### config.mk
export PLATFORM = sky130hd
export DESIGN_NAME = remote_control_io
export DESIGN_NICKNAME = d
export VERILOG_FILES = /design/src/rtl/input_conditioner.v /design/src/rtl/remote_control_io.v
export VERILOG_INCLUDE_DIRS = /design/src /design/src/rtl
export SDC_FILE = /design/constraint.sdc
export NUM_CORES = 1
export LEC_CHECK = 0
export ABC_CLOCK_PERIOD_IN_PS = 3010
export BUFFER_PORTS_ARGS = -buffer_cell sky130_fd_sc_hd__buf_2
export CAP_MARGIN = 20
export CORE_ASPECT_RATIO = 1.4
export CORE_MARGIN = 10
export CORE_UTILIZATION = 30
export CTS_CLUSTER_SIZE = 14
export DETAILED_ROUTE_END_ITERATION = 8
export PLACE_DENSITY = 0.43
export SYNTH_ARGS = -nofsm -noshare
export SYNTH_HDL_FRONTEND = slang
export SYNTH_SLANG_ARGS = --single-unit
### constraint.sdc
create_clock -name pclk -period 3.01 [get_ports pclk]
set_input_delay 0.1505 -clock pclk [delete_from_list [all_inputs] [get_ports pclk]]
set_output_delay 0.1505 -clock pclk [all_outputs]
set_load 0.05 [all_outputs]
### src/rtl/remote_io_consts.vh
// offsets, field positions, reset values and timing counts of the remote-control i/o block
// Behaviour
// RULE_01: tare starts on rising tare input only
// RULE_02: zero balance starts on rising trigger
// RULE_03: peak clear high overwrites both stores
// RULE_04: peak hold high freezes both stores
// RULE_05: remote contacts act only while enabled
// RULE_06: print mode chooses channel-aware print enabling
// RULE_07: calibration or zero select reroutes input
// RULE_08: warning low when not ready or error
// RULE_09: four limit outputs follow limit switches
// RULE_10: each control input function is configurable
// RULE_11: eight sequential channels per amplifier, two parallel
// RULE_12: one fixed carrier excites all transducers
// RULE_13: all amplifiers share one carrier
// RULE_14: one unit timing source, others follow
// RULE_15: channel led lit while channel active
// RULE_16: inputs synchronised, debounced, edges by comparison
// RULE_17: levels follow while enabled; outputs low after reset (the code resets peak2 to all ones and holds pready high)
`ifndef REMOTE_IO_CONSTS_VH
`define REMOTE_IO_CONSTS_VH

// clock and timing
`define CLK_HZ              10000000
`define DEBOUNCE_US         1000
`define DEBOUNCE_CYCLES     (`DEBOUNCE_US * (`CLK_HZ / 1000000))
`define CARRIER_HZ          225
`define CARRIER_HALF_CYCLES (`CLK_HZ / (2 * `CARRIER_HZ))
`define STEP_MS             100
`define STEP_CYCLES         (`STEP_MS * (`CLK_HZ / 1000))

// register byte offsets
`define REG_CTRL       8'h00
`define REG_FUNC_MAP   8'h04
`define REG_CHAN       8'h08
`define REG_STATUS     8'h0c
`define REG_PEAK1      8'h10
`define REG_PEAK2      8'h14
`define REG_INT_STATUS 8'h18
`define REG_INT_ENABLE 8'h1c
`define REG_INT_CLEAR  8'h20

// ctrl fields
`define CTRL_SYNC_MASTER 0
`define CTRL_SEQ_RUN     1
`define CTRL_RESET       32'h0000_0000

// channel register fields
`define CHAN_A_LSB     0
`define CHAN_B_LSB     4
`define CHAN_COUNT_LSB 8
`define CHAN_PRINT_LSB 12
`define CHAN_RESET     32'h0000_0700

// function codes, one nibble per control input
`define FN_AUTOCAL     4'h0
`define FN_TARE        4'h1
`define FN_SCALING     4'h2
`define FN_CUTOFF      4'h3
`define FN_PEAK_CLEAR  4'h4
`define FN_PEAK_HOLD   4'h5
`define FN_ZERO_TRIG   4'h6
`define FN_REMOTE_EN   4'h7
`define FN_SHUNT       4'h8
`define FN_PRINT_MODE  4'h9
`define FN_CAL_SEL     4'ha
`define FN_ZERO_SEL    4'hb
`define FUNC_MAP_RESET 32'h5454_3210

// interrupt bits
`define INT_TARE      0
`define INT_ZERO      1
`define INT_WARN_FALL 2
`define INT_LIMIT     3
`define INT_W         4

`endif

### src/rtl/input_conditioner.v
// two-flop synchroniser and per-bit debounce filter for the isolated control inputs
`timescale 1ns/1ps
`default_nettype none
module input_conditioner #(
    parameter integer WIDTH  = 8,
    parameter integer CW     = 16,
    parameter integer CYCLES = 10000
) (
    // clock and reset
    input  wire             pclk,
    input  wire             presetn,
    // raw pins and clean levels
    input  wire [WIDTH-1:0] raw_in,
    output reg  [WIDTH-1:0] clean
);
    reg [WIDTH-1:0] sync_a;
    reg [WIDTH-1:0] sync_b;
    reg [CW-1:0]    stable_cnt [0:WIDTH-1];
    integer         i;

    always @(posedge pclk or negedge presetn) begin
        if (!presetn) begin
            sync_a <= {WIDTH{1'b0}};
            sync_b <= {WIDTH{1'b0}};
            clean  <= {WIDTH{1'b0}};
            for (i = 0; i < WIDTH; i = i + 1) begin
                stable_cnt[i] <= {CW{1'b0}};
            end
        end else begin
            sync_a <= raw_in; // RULE_16
            sync_b <= sync_a;
            for (i = 0; i < WIDTH; i = i + 1) begin
                // a level is taken only after it has stood for the whole filter time
                if (sync_b[i] == clean[i]) begin
                    stable_cnt[i] <= {CW{1'b0}};
                end else if (stable_cnt[i] == CYCLES[CW-1:0] - 1'b1) begin
                    stable_cnt[i] <= {CW{1'b0}};
                    clean[i]      <= sync_b[i]; // RULE_16
                end else begin
                    stable_cnt[i] <= stable_cnt[i] + 1'b1;
                end
            end
        end
    end
endmodule // input_conditioner
`default_nettype wire

### src/rtl/remote_control_io.v
// remote-control inputs, limit and warning outputs, channel sequencer and carrier
`timescale 1ns/1ps
`default_nettype none
`include "remote_io_consts.vh"
module remote_control_io #(
    parameter integer AMPLIFIERS      = 2,
    parameter integer VALUE_W         = 16,
    parameter integer DEBOUNCE_CYCLES = `DEBOUNCE_CYCLES,
    parameter integer CARRIER_HALF    = `CARRIER_HALF_CYCLES,
    parameter integer STEP_CYCLES     = `STEP_CYCLES
) (
    // apb
    input  wire               pclk,
    input  wire               presetn,
    input  wire [7:0]         paddr,
    input  wire               psel,
    input  wire               penable,
    input  wire               pwrite,
    input  wire [31:0]        pwdata,
    output reg  [31:0]        prdata,
    output wire               pready,
    output reg                pslverr,
    // isolated control inputs
    input  wire [7:0]         ctrl_in,
    // device state
    input  wire               device_ready,
    input  wire               device_error,
    input  wire [3:0]         limit_state,
    input  wire [VALUE_W-1:0] meas_value,
    input  wire               meas_valid,
    input  wire               print_request,
    // control outputs
    output reg  [3:0]         limit_out,
    output reg                warning_out,
    // measurement functions
    output reg                tare_start,
    output reg                zero_start,
    output reg                autocal_off,
    output reg                scaling_select,
    output reg                cutoff_select,
    output reg                shunt_select,
    output reg                cal_select,
    output reg                zero_select,
    output reg                print_enable,
    output reg  [VALUE_W-1:0] peak1,
    output reg  [VALUE_W-1:0] peak2,
    // channels
    output reg  [2:0]         chan_a,
    output reg  [2:0]         chan_b,
    output reg  [7:0]         led_a,
    output reg  [7:0]         led_b,
    // carrier and synchronisation jack
    output reg                carrier_out,
    input  wire               sync_i,
    output reg                sync_o,
    output reg                sync_oe,
    // interrupt
    output wire               irq
);
    // merge the inputs mapped to one function code
    function fn_level;
        input [31:0] map;
        input [7:0]  lvl;
        input [3:0]  code;
        integer      k;
        begin
            fn_level = 1'b0;
            for (k = 0; k < 8; k = k + 1) begin
                if (map[4*k +: 4] == code) begin
                    fn_level = fn_level | lvl[k];
                end
            end
        end
    endfunction

    function fn_mapped;
        input [31:0] map;
        input [3:0]  code;
        integer      k;
        begin
            fn_mapped = 1'b0;
            for (k = 0; k < 8; k = k + 1) begin
                if (map[4*k +: 4] == code) begin
                    fn_mapped = 1'b1;
                end
            end
        end
    endfunction

    reg  [31:0]        ctrl;
    reg  [31:0]        func_map;
    reg  [31:0]        chan_cfg;
    reg  [`INT_W-1:0]  int_status;
    reg  [`INT_W-1:0]  int_enable;
    wire [7:0]         clean;
    reg                tare_prev;
    reg                zero_prev;
    reg                warn_prev;
    reg  [3:0]         limit_prev;
    reg                sync_a;
    reg                sync_b;
    reg                sync_prev;
    reg  [23:0]        carrier_cnt;
    reg  [23:0]        step_cnt;
    reg  [2:0]         seq_idx;
    reg  [`INT_W-1:0]  next_events;

    input_conditioner #(
        .WIDTH  (8),
        .CW     (16),
        .CYCLES (DEBOUNCE_CYCLES)
    ) u_cond (
        .pclk    (pclk),
        .presetn (presetn),
        .raw_in  (ctrl_in),
        .clean   (clean)
    );

    // function levels; an unmapped remote enable leaves the contacts live
    wire remote_en = fn_mapped(func_map, `FN_REMOTE_EN) ?
                     fn_level(func_map, clean, `FN_REMOTE_EN) : 1'b1; // RULE_05
    wire lv_tare   = fn_level(func_map, clean, `FN_TARE) & remote_en; // RULE_10
    wire lv_zero   = fn_level(func_map, clean, `FN_ZERO_TRIG) & remote_en;
    wire lv_clear  = fn_level(func_map, clean, `FN_PEAK_CLEAR) & remote_en;
    wire lv_hold   = fn_level(func_map, clean, `FN_PEAK_HOLD) & remote_en;
    wire lv_pmode  = fn_level(func_map, clean, `FN_PRINT_MODE) & remote_en;
    wire lv_cal    = fn_level(func_map, clean, `FN_CAL_SEL) & remote_en;
    wire lv_zsel   = fn_level(func_map, clean, `FN_ZERO_SEL) & remote_en;

    wire [2:0] chan_last  = chan_cfg[`CHAN_COUNT_LSB +: 3];
    wire [2:0] print_chan = chan_cfg[`CHAN_PRINT_LSB +: 3];
    wire       warn_next  = device_ready & ~device_error; // RULE_08

    // apb slave: zero wait states, read data latched in the setup cycle
    assign pready = 1'b1;
    wire wr_en  = psel & penable & pwrite;
    wire setup  = psel & ~penable;
    wire [`INT_W-1:0] int_clr = (wr_en && paddr == `REG_INT_CLEAR) ?
                                pwdata[`INT_W-1:0] : {`INT_W{1'b0}};
    assign irq = |(int_status & int_enable);

    always @(posedge pclk or negedge presetn) begin
        if (!presetn) begin
            ctrl       <= `CTRL_RESET;
            func_map   <= `FUNC_MAP_RESET;
            chan_cfg   <= `CHAN_RESET;
            int_enable <= {`INT_W{1'b0}};
            prdata     <= 32'h0000_0000;
            pslverr    <= 1'b0;
        end else begin
            if (wr_en) begin
                case (paddr)
                    `REG_CTRL:       ctrl       <= pwdata;
                    `REG_FUNC_MAP:   func_map   <= pwdata; // RULE_10
                    `REG_CHAN:       chan_cfg   <= pwdata;
                    `REG_INT_ENABLE: int_enable <= pwdata[`INT_W-1:0];
                    default:         ;
                endcase
            end
            if (setup) begin
                pslverr <= 1'b0;
                case (paddr)
                    `REG_CTRL:       prdata <= ctrl;
                    `REG_FUNC_MAP:   prdata <= func_map;
                    `REG_CHAN:       prdata <= chan_cfg;
                    `REG_STATUS:     prdata <= {9'h000, chan_b, 1'b0, chan_a, 2'h0,
                                                remote_en, warning_out, limit_out, clean};
                    `REG_PEAK1:      prdata <= {{(32-VALUE_W){1'b0}}, peak1};
                    `REG_PEAK2:      prdata <= {{(32-VALUE_W){1'b0}}, peak2};
                    `REG_INT_STATUS: prdata <= {{(32-`INT_W){1'b0}}, int_status};
                    `REG_INT_ENABLE: prdata <= {{(32-`INT_W){1'b0}}, int_enable};
                    `REG_INT_CLEAR:  prdata <= 32'h0000_0000;
                    default: begin
                        prdata  <= 32'h0000_0000;
                        pslverr <= 1'b1;
                    end
                endcase
            end
        end
    end

    // edge triggers, level functions and control outputs
    always @(posedge pclk or negedge presetn) begin
        if (!presetn) begin
            tare_prev      <= 1'b0;
            zero_prev      <= 1'b0;
            tare_start     <= 1'b0;
            zero_start     <= 1'b0;
            autocal_off    <= 1'b0;
            scaling_select <= 1'b0;
            cutoff_select  <= 1'b0;
            shunt_select   <= 1'b0;
            cal_select     <= 1'b0;
            zero_select    <= 1'b0;
            print_enable   <= 1'b0;
            limit_out      <= 4'h0;
            warning_out    <= 1'b0;
        end else begin
            tare_prev  <= lv_tare;
            zero_prev  <= lv_zero;
            tare_start <= lv_tare & ~tare_prev; // RULE_01 RULE_16
            zero_start <= lv_zero & ~zero_prev; // RULE_02 RULE_16
            // a disabled remote drops every level function to inactive
            autocal_off    <= fn_level(func_map, clean, `FN_AUTOCAL) & remote_en; // RULE_17
            scaling_select <= fn_level(func_map, clean, `FN_SCALING) & remote_en;
            cutoff_select  <= fn_level(func_map, clean, `FN_CUTOFF) & remote_en;
            shunt_select   <= fn_level(func_map, clean, `FN_SHUNT) & remote_en;
            // calibration source takes the input first when both are asked
            cal_select     <= lv_cal; // RULE_07
            zero_select    <= lv_zsel & ~lv_cal; // RULE_07
            print_enable   <= print_request &
                              (lv_pmode | (chan_a == print_chan)); // RULE_06
            limit_out      <= limit_state & {4{device_ready}}; // RULE_09 RULE_17
            warning_out    <= warn_next; // RULE_08
        end
    end

    // peak stores: store one keeps the maximum, store two the minimum
    always @(posedge pclk or negedge presetn) begin
        if (!presetn) begin
            peak1 <= {VALUE_W{1'b0}};
            peak2 <= {VALUE_W{1'b1}};
        end else if (meas_valid && !lv_hold) begin // RULE_04
            if (lv_clear) begin
                peak1 <= meas_value; // RULE_03
                peak2 <= meas_value;
            end else begin
                if (meas_value > peak1) begin
                    peak1 <= meas_value; // RULE_03
                end
                if (meas_value < peak2) begin
                    peak2 <= meas_value;
                end
            end
        end
    end

    // sticky events; a new event outranks a clear in the same cycle
    always @* begin
        next_events                = {`INT_W{1'b0}};
        next_events[`INT_TARE]     = lv_tare & ~tare_prev;
        next_events[`INT_ZERO]     = lv_zero & ~zero_prev;
        next_events[`INT_WARN_FALL] = warn_prev & ~warn_next;
        next_events[`INT_LIMIT]    = |(limit_prev ^ (limit_state & {4{device_ready}}));
    end

    always @(posedge pclk or negedge presetn) begin
        if (!presetn) begin
            int_status <= {`INT_W{1'b0}};
            warn_prev  <= 1'b0;
            limit_prev <= 4'h0;
        end else begin
            int_status <= (int_status & ~int_clr) | next_events;
            warn_prev  <= warn_next;
            limit_prev <= limit_state & {4{device_ready}};
        end
    end

    // channel sequencer; both amplifiers step together on the same index
    always @(posedge pclk or negedge presetn) begin
        if (!presetn) begin
            step_cnt <= 24'h00_0000;
            seq_idx  <= 3'h0;
            chan_a   <= 3'h0;
            chan_b   <= 3'h0;
            led_a    <= 8'h00;
            led_b    <= 8'h00;
        end else begin
            if (!ctrl[`CTRL_SEQ_RUN]) begin
                step_cnt <= 24'h00_0000;
                chan_a   <= chan_cfg[`CHAN_A_LSB +: 3];
                chan_b   <= chan_cfg[`CHAN_B_LSB +: 3];
            end else begin
                if (step_cnt == STEP_CYCLES[23:0] - 1'b1) begin
                    step_cnt <= 24'h00_0000;
                    seq_idx  <= (seq_idx >= chan_last) ? 3'h0 : seq_idx + 1'b1; // RULE_11
                end else begin
                    step_cnt <= step_cnt + 1'b1;
                end
                chan_a <= seq_idx; // RULE_11
                chan_b <= seq_idx;
            end
            // led dark until the device is ready to measure
            led_a <= device_ready ? (8'h01 << chan_a) : 8'h00; // RULE_15
            led_b <= (device_ready && AMPLIFIERS > 1) ?
                     (8'h01 << chan_b) : 8'h00; // RULE_15 RULE_11
        end
    end

    // carrier: one divider feeds every amplifier, a follower re-phases on the jack
    wire sync_edge = sync_b & ~sync_prev;

    always @(posedge pclk or negedge presetn) begin
        if (!presetn) begin
            sync_a      <= 1'b0;
            sync_b      <= 1'b0;
            sync_prev   <= 1'b0;
            carrier_cnt <= 24'h00_0000;
            carrier_out <= 1'b0;
            sync_o      <= 1'b0;
            sync_oe     <= 1'b0;
        end else begin
            sync_a    <= sync_i;
            sync_b    <= sync_a;
            sync_prev <= sync_b;
            sync_oe   <= ctrl[`CTRL_SYNC_MASTER]; // RULE_14
            sync_o    <= ctrl[`CTRL_SYNC_MASTER] & carrier_out;
            if (!ctrl[`CTRL_SYNC_MASTER] && sync_edge) begin
                // follower aligns its rising carrier edge to the master
                carrier_cnt <= 24'h00_0000; // RULE_14
                carrier_out <= 1'b1;
            end else if (carrier_cnt == CARRIER_HALF[23:0] - 1'b1) begin
                carrier_cnt <= 24'h00_0000;
                carrier_out <= ~carrier_out; // RULE_12 RULE_13
            end else begin
                carrier_cnt <= carrier_cnt + 1'b1;
            end
        end
    end
endmodule // remote_control_io
`default_nettype wire

==> Yosys cells after proc, flatten, opt, wreduce, memory -nomap -nowiden <==
Index checks and enable logic that the tools add are counted.
{ "word_totals": {"mem_bits_ro": 0, "word_cells": 487, "n_memories": 0, "regBits": 416, "mem_bits_rw": 0, "out_inout_bits": 106, "latchBits": 0} }
{ "op_classes": {"mux": 139, "n_eq_ne": 115, "reduce_logical": 35, "n_shift": 2, "n_div": 0, "bitwise": 129, "order_cmp": 3, "mul": 0, "add_sub_neg": 11} }
{ "ops": {"columns": ["op", "n"], "rows": [
  ["$mux W16", 20],
  ["$pmux W32 S8", 1],
  ["$add A16 B1 Y16 const B", 8],
  ["$eq A16 B14 Y1 const B", 8],
  ["$eq A4 B3 Y1 const B", 32],
  ["$eq A4 B4 Y1 const B", 32],
  ["$mux W1", 108],
  ["$mux W24", 4],
  ["$or A1 B1 Y1", 85],
  ["$eq A4 B2 Y1 const B", 16],
  ["$add A24 B1 Y24 const B", 2],
  ["$eq A4 B1 Y1 const B", 8],
  ["$eq A8 B5 Y1 const B", 4],
  ["$logic_not A4 Y1", 8],
  ["$reduce_and A2 Y1", 15],
  ["$eq A24 B15 Y1 const B", 1],
  ["$eq A24 B20 Y1 const B", 1],
  ["$and A1 B1 Y1", 22],
  ["$eq A8 B4 Y1 const B", 2],
  ["$gt A16 B16 Y1", 1],
  ["$lt A16 B16 Y1", 1],
  ["$mux W8", 2],
  ["$not A1 Y1", 16],
  ["$shl A1 B3 Y8 const A", 2],
  ["other kinds (18)", 35]
]} }

==> Logic depth before layout (Yosys ltp) <==
Gate-level depths: netlist (run 1).
{ "depth": {"ltp_word": 21, "depth_mapped": 10} }

==> Hierarchy <==
A second synthesis (run 1) with hierarchy kept.
{ "unflattened": {"hier_cells": 1865, "area_unflattened_um2": 20010.4} }
{ "modules_own_cells": {"columns": ["mod", "area_per_inst_um2", "instances", "cells_each", "seq_area_each_um2"], "rows": [
  ["remote_control_io", 12977.4, 1, 1187, 6642.6],
  ["input_conditioner", 7033.0, 1, 678, 3803.6]
]} }

==> Worst setup path after synthesis (run 1) <==
OpenSTA, ideal clock, no wires.
{ "synth_path": {"kind": "register to register", "start": "reg peak2[2]", "end": "reg peak2[10]", "arrival_ns": 2.531, "synth_period_minus_slack_ns": 2.613, "slack_ns": 0.397, "stages_incl_launch_ff": 11, "setup_time_ns": 0.082, "required_ns": 2.928, "path_cell_list": "dfstp_2 > inv_1 > ha_1 > a21oi_1 > o21ai_0 > a221oi_1 > o311a_1 > o21ai_0 > a21oi_4 > buf_12 > mux2_4"} }
{ "synth_between": {"elab_chain_cells": 3} }
{ "synth_rtl": {"columns": ["element", "line", "text"], "rows": [
  ["from (decl)", "remote_control_io.v:46", "output reg [VALUE_W-1:0] peak2,"],
  ["from (signal assigned)", "remote_control_io.v:222", "peak2 <= {VALUE_W{1'b1}};"],
  ["from (signal assigned)", "remote_control_io.v:226", "peak2 <= meas_value;"],
  ["from (signal assigned)", "remote_control_io.v:232", "peak2 <= meas_value;"],
  ["$lt A16 B16 Y1", "remote_control_io.v:231", "if (meas_value < peak2) begin"],
  ["$reduce_bool A2 Y1 (no line)", null, null],
  ["$reduce_and A2 Y1 (no line)", null, null]
]} }
Every way passes these cells.
A chain may end at the register's enable or synchronous reset.

==> Worst setup path in the final report (run 1) <==
{ "layout_path": {"start": "reg peak1[9]", "end": "reg peak1[12]"} }
{ "layout_between": {"elab_chain_cells": 3} }
{ "layout_rtl": {"columns": ["element", "line", "text"], "rows": [
  ["from (decl)", "remote_control_io.v:45", "output reg [VALUE_W-1:0] peak1,"],
  ["from (signal assigned)", "remote_control_io.v:221", "peak1 <= {VALUE_W{1'b0}};"],
  ["from (signal assigned)", "remote_control_io.v:225", "peak1 <= meas_value;"],
  ["from (signal assigned)", "remote_control_io.v:229", "peak1 <= meas_value;"],
  ["$gt A16 B16 Y1", "remote_control_io.v:228", "if (meas_value > peak1) begin"],
  ["$reduce_bool A2 Y1 (no line)", null, null],
  ["$reduce_and A2 Y1 (no line)", null, null]
]} }
Every way passes these cells.

==> metrics, run 1 <==
synth cell count leaders dfrtp_1 (387), nor2_1 (252), nand2_1 (171); Detailed Place HPWL 46800 um; clock slew at reported path FFs 0.06 ns; period utilisation layout 88.2%; post-synthesis register bit count 416; Critical Path RT 3.46 ns; count leader, synth dfrtp_1; Die ar. 77300 sq um; die height 325 um; Worst slew margin 41.9%; DR WL/cell 20.3 um; Leak Pwr 11.0 nW; Register Area 10400 sq um; async set-or-reset flop fraction in the synthesized netlist 100%; post-route setup TNS 0 ns; GP Congestion 0.891; initial DRC count 862; met1 GRT Util 19.0%; Final min period 2.65 ns; clk_lat worst skew 0.58 ns; fin. max-slew vios 0; vias per cell 4.94; Slowest-stage cell, CP o31ai_1; pin count of the biggest net entering global routing 101; busiest grt layer met2; first-pass GRT wire length 97000 um; cell area after synthesis 19900 sq um; DR pass1 iterations 5; crit path buf inv count 2; pwr/cell area 621 nW/um^2; Post-synth EDFFs 0; Synth cell types 72; clock sinks 416; GR Util met2 28.0%; most area-hungry cell type in the Yosys netlist dfrtp_1; Max IR drop VDD 0.352 mV; crit path kind register to register; total routed wirelength 62300 um; port buffer count 182; max incr delay on CP 0.58 ns; post_cts resized 0; TritonCTS clock tree yes; Residual DRC 0; die width 238 um; maximum capacitance violations 0; Syn Nets 2029; Final ANT Viol Nets 0; via count of the first global-routing pass 16000; fin area 24400 sq um; global-route usage over all layers 16.0%; Area growth, synth to finish 22.2%; global route total overflow 0; Yosys warning count 0; ys flop type dfrtp_1; peak fanout along the critical path 16; vias post-DR 15200; Hold WC Path Type input pin to register; io pins 184; Clock Path Buffers 3; antenna violations before repair 3; worst clock skew 0.0214 ns; Clock Tree Root clkbuf_16; worst path arrival time 3.10 ns; actual slew at the worst max-slew pin 0.872 ns; top-area cell type share of the netlist area 48.6%; share of the yosys chip area belonging to registers 52.4%; Final Util 37.1%; achievable frequency 377 MHz; num rows 111; Initial Utilization 30.4%; crit start category register; element type at the critical path end register; non-filler cells, final 3066; Synth Area per Inst 10.5 sq um; Cells after Synth 1905; status finished, final reports clean; htree depth 2; DP Area 22100 sq um; RSZ-0062 raised after global routing no; core area 65700 sq um; Multi-input gate area 8920 sq um; fin nets 2302; CP top delay family compound AO/OA/AOI/OAI gates; share of cells above drive strength 1 22.9%; Placed Cells 2908; final hold vios 0; crit-path cells inv_1, ha_1, a211oi_1, o21ai_0, a31oi_1, nor2b_1, o31ai_1, a21oi_4, buf_12, mux2_4; dominant cells by area after synthesis dfrtp_1 (49%), mux2_2 (6.4%), nor2_1 (4.7%); met3 Usage GRT 2.77%; fill count 6578; Num CTS Buffers 45; Final setup viols 0
==> kinds of logic after synthesis <==
| kind of cell | after synthesis | synth area share, % |
|---|---|---|
| other cells | 1 | 0.0188 |
| fa+ha+maj | 46 | 2.89 |
| flops | 416 | 52.4 |
| buf+inv | 143 | 3.01 |
| xor+xnor | 162 | 7.11 |
| mux | 144 | 8.51 |
| compound gates | 243 | 8.06 |
| simple gates | 750 | 18.0 |
==> report_power, final <==
group | internal [W] | leakage, nW | switching [W] | total (W)
clock network | 0.00349 | 0.768 | 0.00239 | 0.00589
registers | 0.00600 | 5.55 | 0.000384 | 0.00638
logic | 0.00102 | 4.68 | 0.00186 | 0.00287
==> metrics by stage <==
step	hold slack, ns	total power, W	worst slack, ns
2_1_floorplan	-0.145	0.00832	0.397
3_3_place_gp	0.258	0.00924	0.370
3_5_place_dp	0.263	0.00930	0.364
4_1_cts	0.0670	0.0154	0.327
5_1_grt	0.107	0.0158	0.222
6_report	0.104	0.0151	0.355
==> what timing repair did <==
item | CTS | global route
hold buffers | 70 | 0
buffers inserted | 0 | 0
endpoints found under the hold margin | 248 | 0
==> sequential cells by signal, summed over array words and instances, names as in the netlist, 16 cells and up <==
name / cells
u_cond.stable_cnt: 128
chan_cfg: 32
ctrl: 32
func_map: 32
prdata: 32
carrier_cnt: 24
step_cnt: 24
peak1: 16
peak2: 16
==> worst reg2reg max path, delay by kind of cell, from the launching register on <==
family          cells  cell delay [ns]
simple gates        1             0.07
fa+ha+maj           1             0.29
compound gates      5             1.23
flops               1             0.40
mux                 1             0.30
buf+inv             2             0.24
==> path summary, 6_finish.rpt <==
path	start	to	slack [ns]	cells after the start
max in group asynchronous	presetn	func_map[13]	1.86	3
setup reg to reg	peak1[9]	peak1[12]	0.36	10
setup / recovery	peak1[9]	peak1[12]	0.36	10
hold / removal	paddr[6]	prdata[0]	0.10	5
min in group asynchronous	presetn	carrier_cnt[2]	0.20	2
hold reg to reg	u_cond.sync_a[5]	u_cond.sync_b[5]	0.35	0
==> layout by cell type, fill, tap and decap left out, drive strengths merged, types with 29 or more instances in the layout <==
cell / netlist / layout
inv: 65 / 66
nand4: 33 / 33
nor2: 253 / 253
nand3: 68 / 68
xnor2: 78 / 78
mux2: 135 / 135
dfrtp: 387 / 387
and3: 40 / 40
nand2: 171 / 171
dlygate4sd3: 0 / 70
ha: 46 / 46
o21ai: 85 / 85
dfstp: 29 / 29
clkbuf: 51 / 62
a21oi: 39 / 39
xor2: 84 / 84
nor3: 49 / 49
buf: 27 / 234
==> metal layers <==
layer,routed length (um),share of wire [%],up-vias
li1,-,-,7169
met1,26100,42,7590
met2,31200,50,289
met3,2700,4.3,100
met4,2320,3.7,2
met5,13,0.021,-
==> cell type report <==
type                            count  share of cell area (%)
Sequential cell                   416                    42.9
Multi-Input combinational cell   1346                    36.6
Timing Repair Buffer              304                    8.70
Clock buffer                       62                    5.39
Tap cell                          847                    4.35
Clock inverter                     22                    1.05
Inverter                           65                    1.00
Antenna cell                        4                  0.0411
No activity file was read; power rests on OpenSTA's default activity.
==> inputs of run 2 (changes only) <==
REMOVE_ABC_BUFFERS = 1   (was default)
==> run 2 against run 1 <==
Effect of this change: die area unchanged; critical path type unchanged; critical endpoint is now peak1[13]; largest power group unchanged; worst setup slack worse by 0.094 ns; wire length about the same; critical path depth unchanged; largest cell class unchanged; sequential share of layout area down 0.30 points; hold slack worse by 0.015 ns; non-clock buffer count up 11; register-to-register slack worse by 0.09 ns.
==> metrics, run 2 (synthesis results as in run 1) <==
status finished, final reports clean; actual slew at the worst max-slew pin 0.724 ns (-0.148 ns); global route total overflow 0 (unchanged); fin nets 2314 (+0.52%); switching pwr 0.00466 W (+0.65%); GP Congestion 0.884 (-0.73%); port buffer count 182 (unchanged); Critical Path RT 3.47 ns (about the same); clock slew at reported path FFs 0.06 ns (about the same); share of cells above drive strength 1 23.3% (+0.36 points); fill count 6613 (+0.53%); number of cells on the critical path 10 (unchanged); DR WL/cell 20.3 um (-0.35%); Slowest-stage cell, CP a211oi_1; Leak Pwr 11.1 nW (+0.95%); Comb power frac 18.5% (-0.5 points); final hold vios 0 (unchanged); setup bufs post-CTS 0 (unchanged); clock sinks 416 (unchanged); switching share of power 30.2% (-0.41 points); clock power share 40.2% (+1.3 points); Area growth, synth to finish 23.0%; global-route usage over all layers 16.1% (+0.12 points); Clock Tree Root clkbuf_16; Placed Cells 2918 (+0.34%); Worst slew margin 51.7% (+9.9 points); r2r worst-path depth 10 (unchanged); total routed wirelength 62400 um (about the same); DR pass1 iterations 5 (unchanged); maximum capacitance violations 0 (unchanged); Initial Utilization 30.4% (unchanged); max FFs per register 128 (unchanged); non-filler cells, final 3077 (+0.36%); worst clock skew 0.0311 ns (+0.00974 ns); initial DRC count 813 (-5.7%); Final Util 37.4% (+0.26 points); Die ar. 77300 sq um (unchanged); max incr delay on CP 0.43 ns (-0.15 ns); fin. max-slew vios 0 (unchanged); fin area 24500 sq um (+0.69%); peak fanout along the critical path 16 (unchanged); Final min period 2.75 ns (+0.0940 ns); period utilisation layout 91.3% (+3.1 points); htree depth 2 (unchanged); crit path buf inv count 2 (unchanged); hold-critical path depth 5 (unchanged); Residual DRC 0 (unchanged); RSZ-0062 raised after global routing no; via count of the first global-routing pass 16200 (+1.4%); num rows 111 (unchanged); die height 325 um (unchanged); Cell Int Power 0.0108 W (+2.6%); die width 238 um (unchanged); vias post-DR 15200 (+0.086%); first-pass GRT wire length 97400 um (+0.44%); Num CTS Buffers 46 (+2.2%); Detailed Place HPWL 46900 um (+0.27%); antenna violations before repair 7 (+4); pin count of the biggest net entering global routing 85 (-16%); Reg with most FFs u_cond.stable_cnt; DP Area 22200 sq um (+0.31%); io pins 184 (unchanged); hold buffer count at cts 71 (+1.4%); worst path arrival time 3.21 ns (+0.11 ns); Hold WC Path Type input pin to register; hold_ws 0.0891 ns (-0.0148 ns); TritonCTS clock tree yes; achievable frequency 364 MHz (-3.4%); Final setup viols 0 (unchanged); Clock Path Buffers 3 (unchanged); pwr/cell area 629 nW/um^2 (+1.3%); CP top delay family compound AO/OA/AOI/OAI gates; commonest cells after routing, fill and taps aside dfrtp_1 (387), nor2_1 (251), buf_2 (181); crit path kind register to register; Max IR drop VDD 0.359 mV (+2.1%); crit start category register; post_cts resized 0 (unchanged); Final ANT Viol Nets 0 (unchanged); crit-path cells inv_1, ha_1, a211oi_1, o21ai_0, a31oi_1, nor2b_1, o31ai_1, a21oi_4, buf_12, mux2_4; element type at the critical path end register; share of power burned in registers 41.3% (-0.8 points); clk_lat worst skew 0.60 ns (+0.02 ns); total power 0.0154 W (+2.0%); commonest non-fill, non-tap cell in the layout dfrtp_1; core area 65700 sq um (unchanged); vias per cell 4.93 (-0.27%)
==> run 2: cell count changes in the layout (fill, tap and decap cells not counted), moves of 2 or more <==
cell | previous run | this run
clkinv_2 | 10 | 8
diode_2 | 4 | 2
buf_4 | 44 | 54
bufinv_16 | 5 | 8
clkbuf_1 | 7 | 9
clkinvlp_4 | 4 | 2
==> run 2: final cells by class <==
type	count	area (sq um)	share of cell area [%]
timing repair buffer	315	2200	8.95
multi-input combinational	1346	8920	36.4
tap	847	1060	4.32
inverter	65	244	0.994
clock inverter	22	344	1.40
sequential	416	10400	42.6
clock buffer	64	1320	5.38
antenna	2	5.00	0.0204
==> run 2: final timing paths <==
kind                             startpoint          endpoint  slack, ns
hold / removal                     paddr[6]         prdata[0]       0.09
setup reg to reg                   peak1[9]         peak1[13]       0.26
min in group asynchronous           presetn          led_b[1]       0.17
setup / recovery                   peak1[9]         peak1[13]       0.26
hold reg to reg            u_cond.sync_a[5]  u_cond.sync_b[5]       0.35
max in group asynchronous           presetn      func_map[30]       1.91
==> run 2: power by group through the flow <==
stage	clock (W)	combinational (W)	sequential, W
after detailed placement	0	0.00282	0.00648
final	0.00621	0.00286	0.00638
after floorplan	0	0.00106	0.00719
after global placement	0	0.00279	0.00646
after global routing	0.00663	0.00310	0.00643
after CTS	0.00643	0.00291	0.00638
==> run 2: worst min-delay path, stage by stage <==
cell and delay [ns]:
buf_2 0.11, nor2_1 0.06, nand2_1 0.13, a211oi_1 0.06, a21o_1 0.15
==> run 2: through the flow <==
step           TNS (ns)  setup slack [ns]
4_1_cts               0             0.243
2_1_floorplan    -22.60            -0.510
5_1_grt               0             0.152
3_3_place_gp          0             0.316
6_report              0             0.261
3_5_place_dp          0             0.281
==> run 2: metal layers <==
layer	vias up	track usage (%)	wire length, um
li1	7201	-	-
met3	108	2.84	2680
met1	7538	19.2	26000
met4	8	5.90	2200
met2	308	28.3	31400
met5	-	0	46
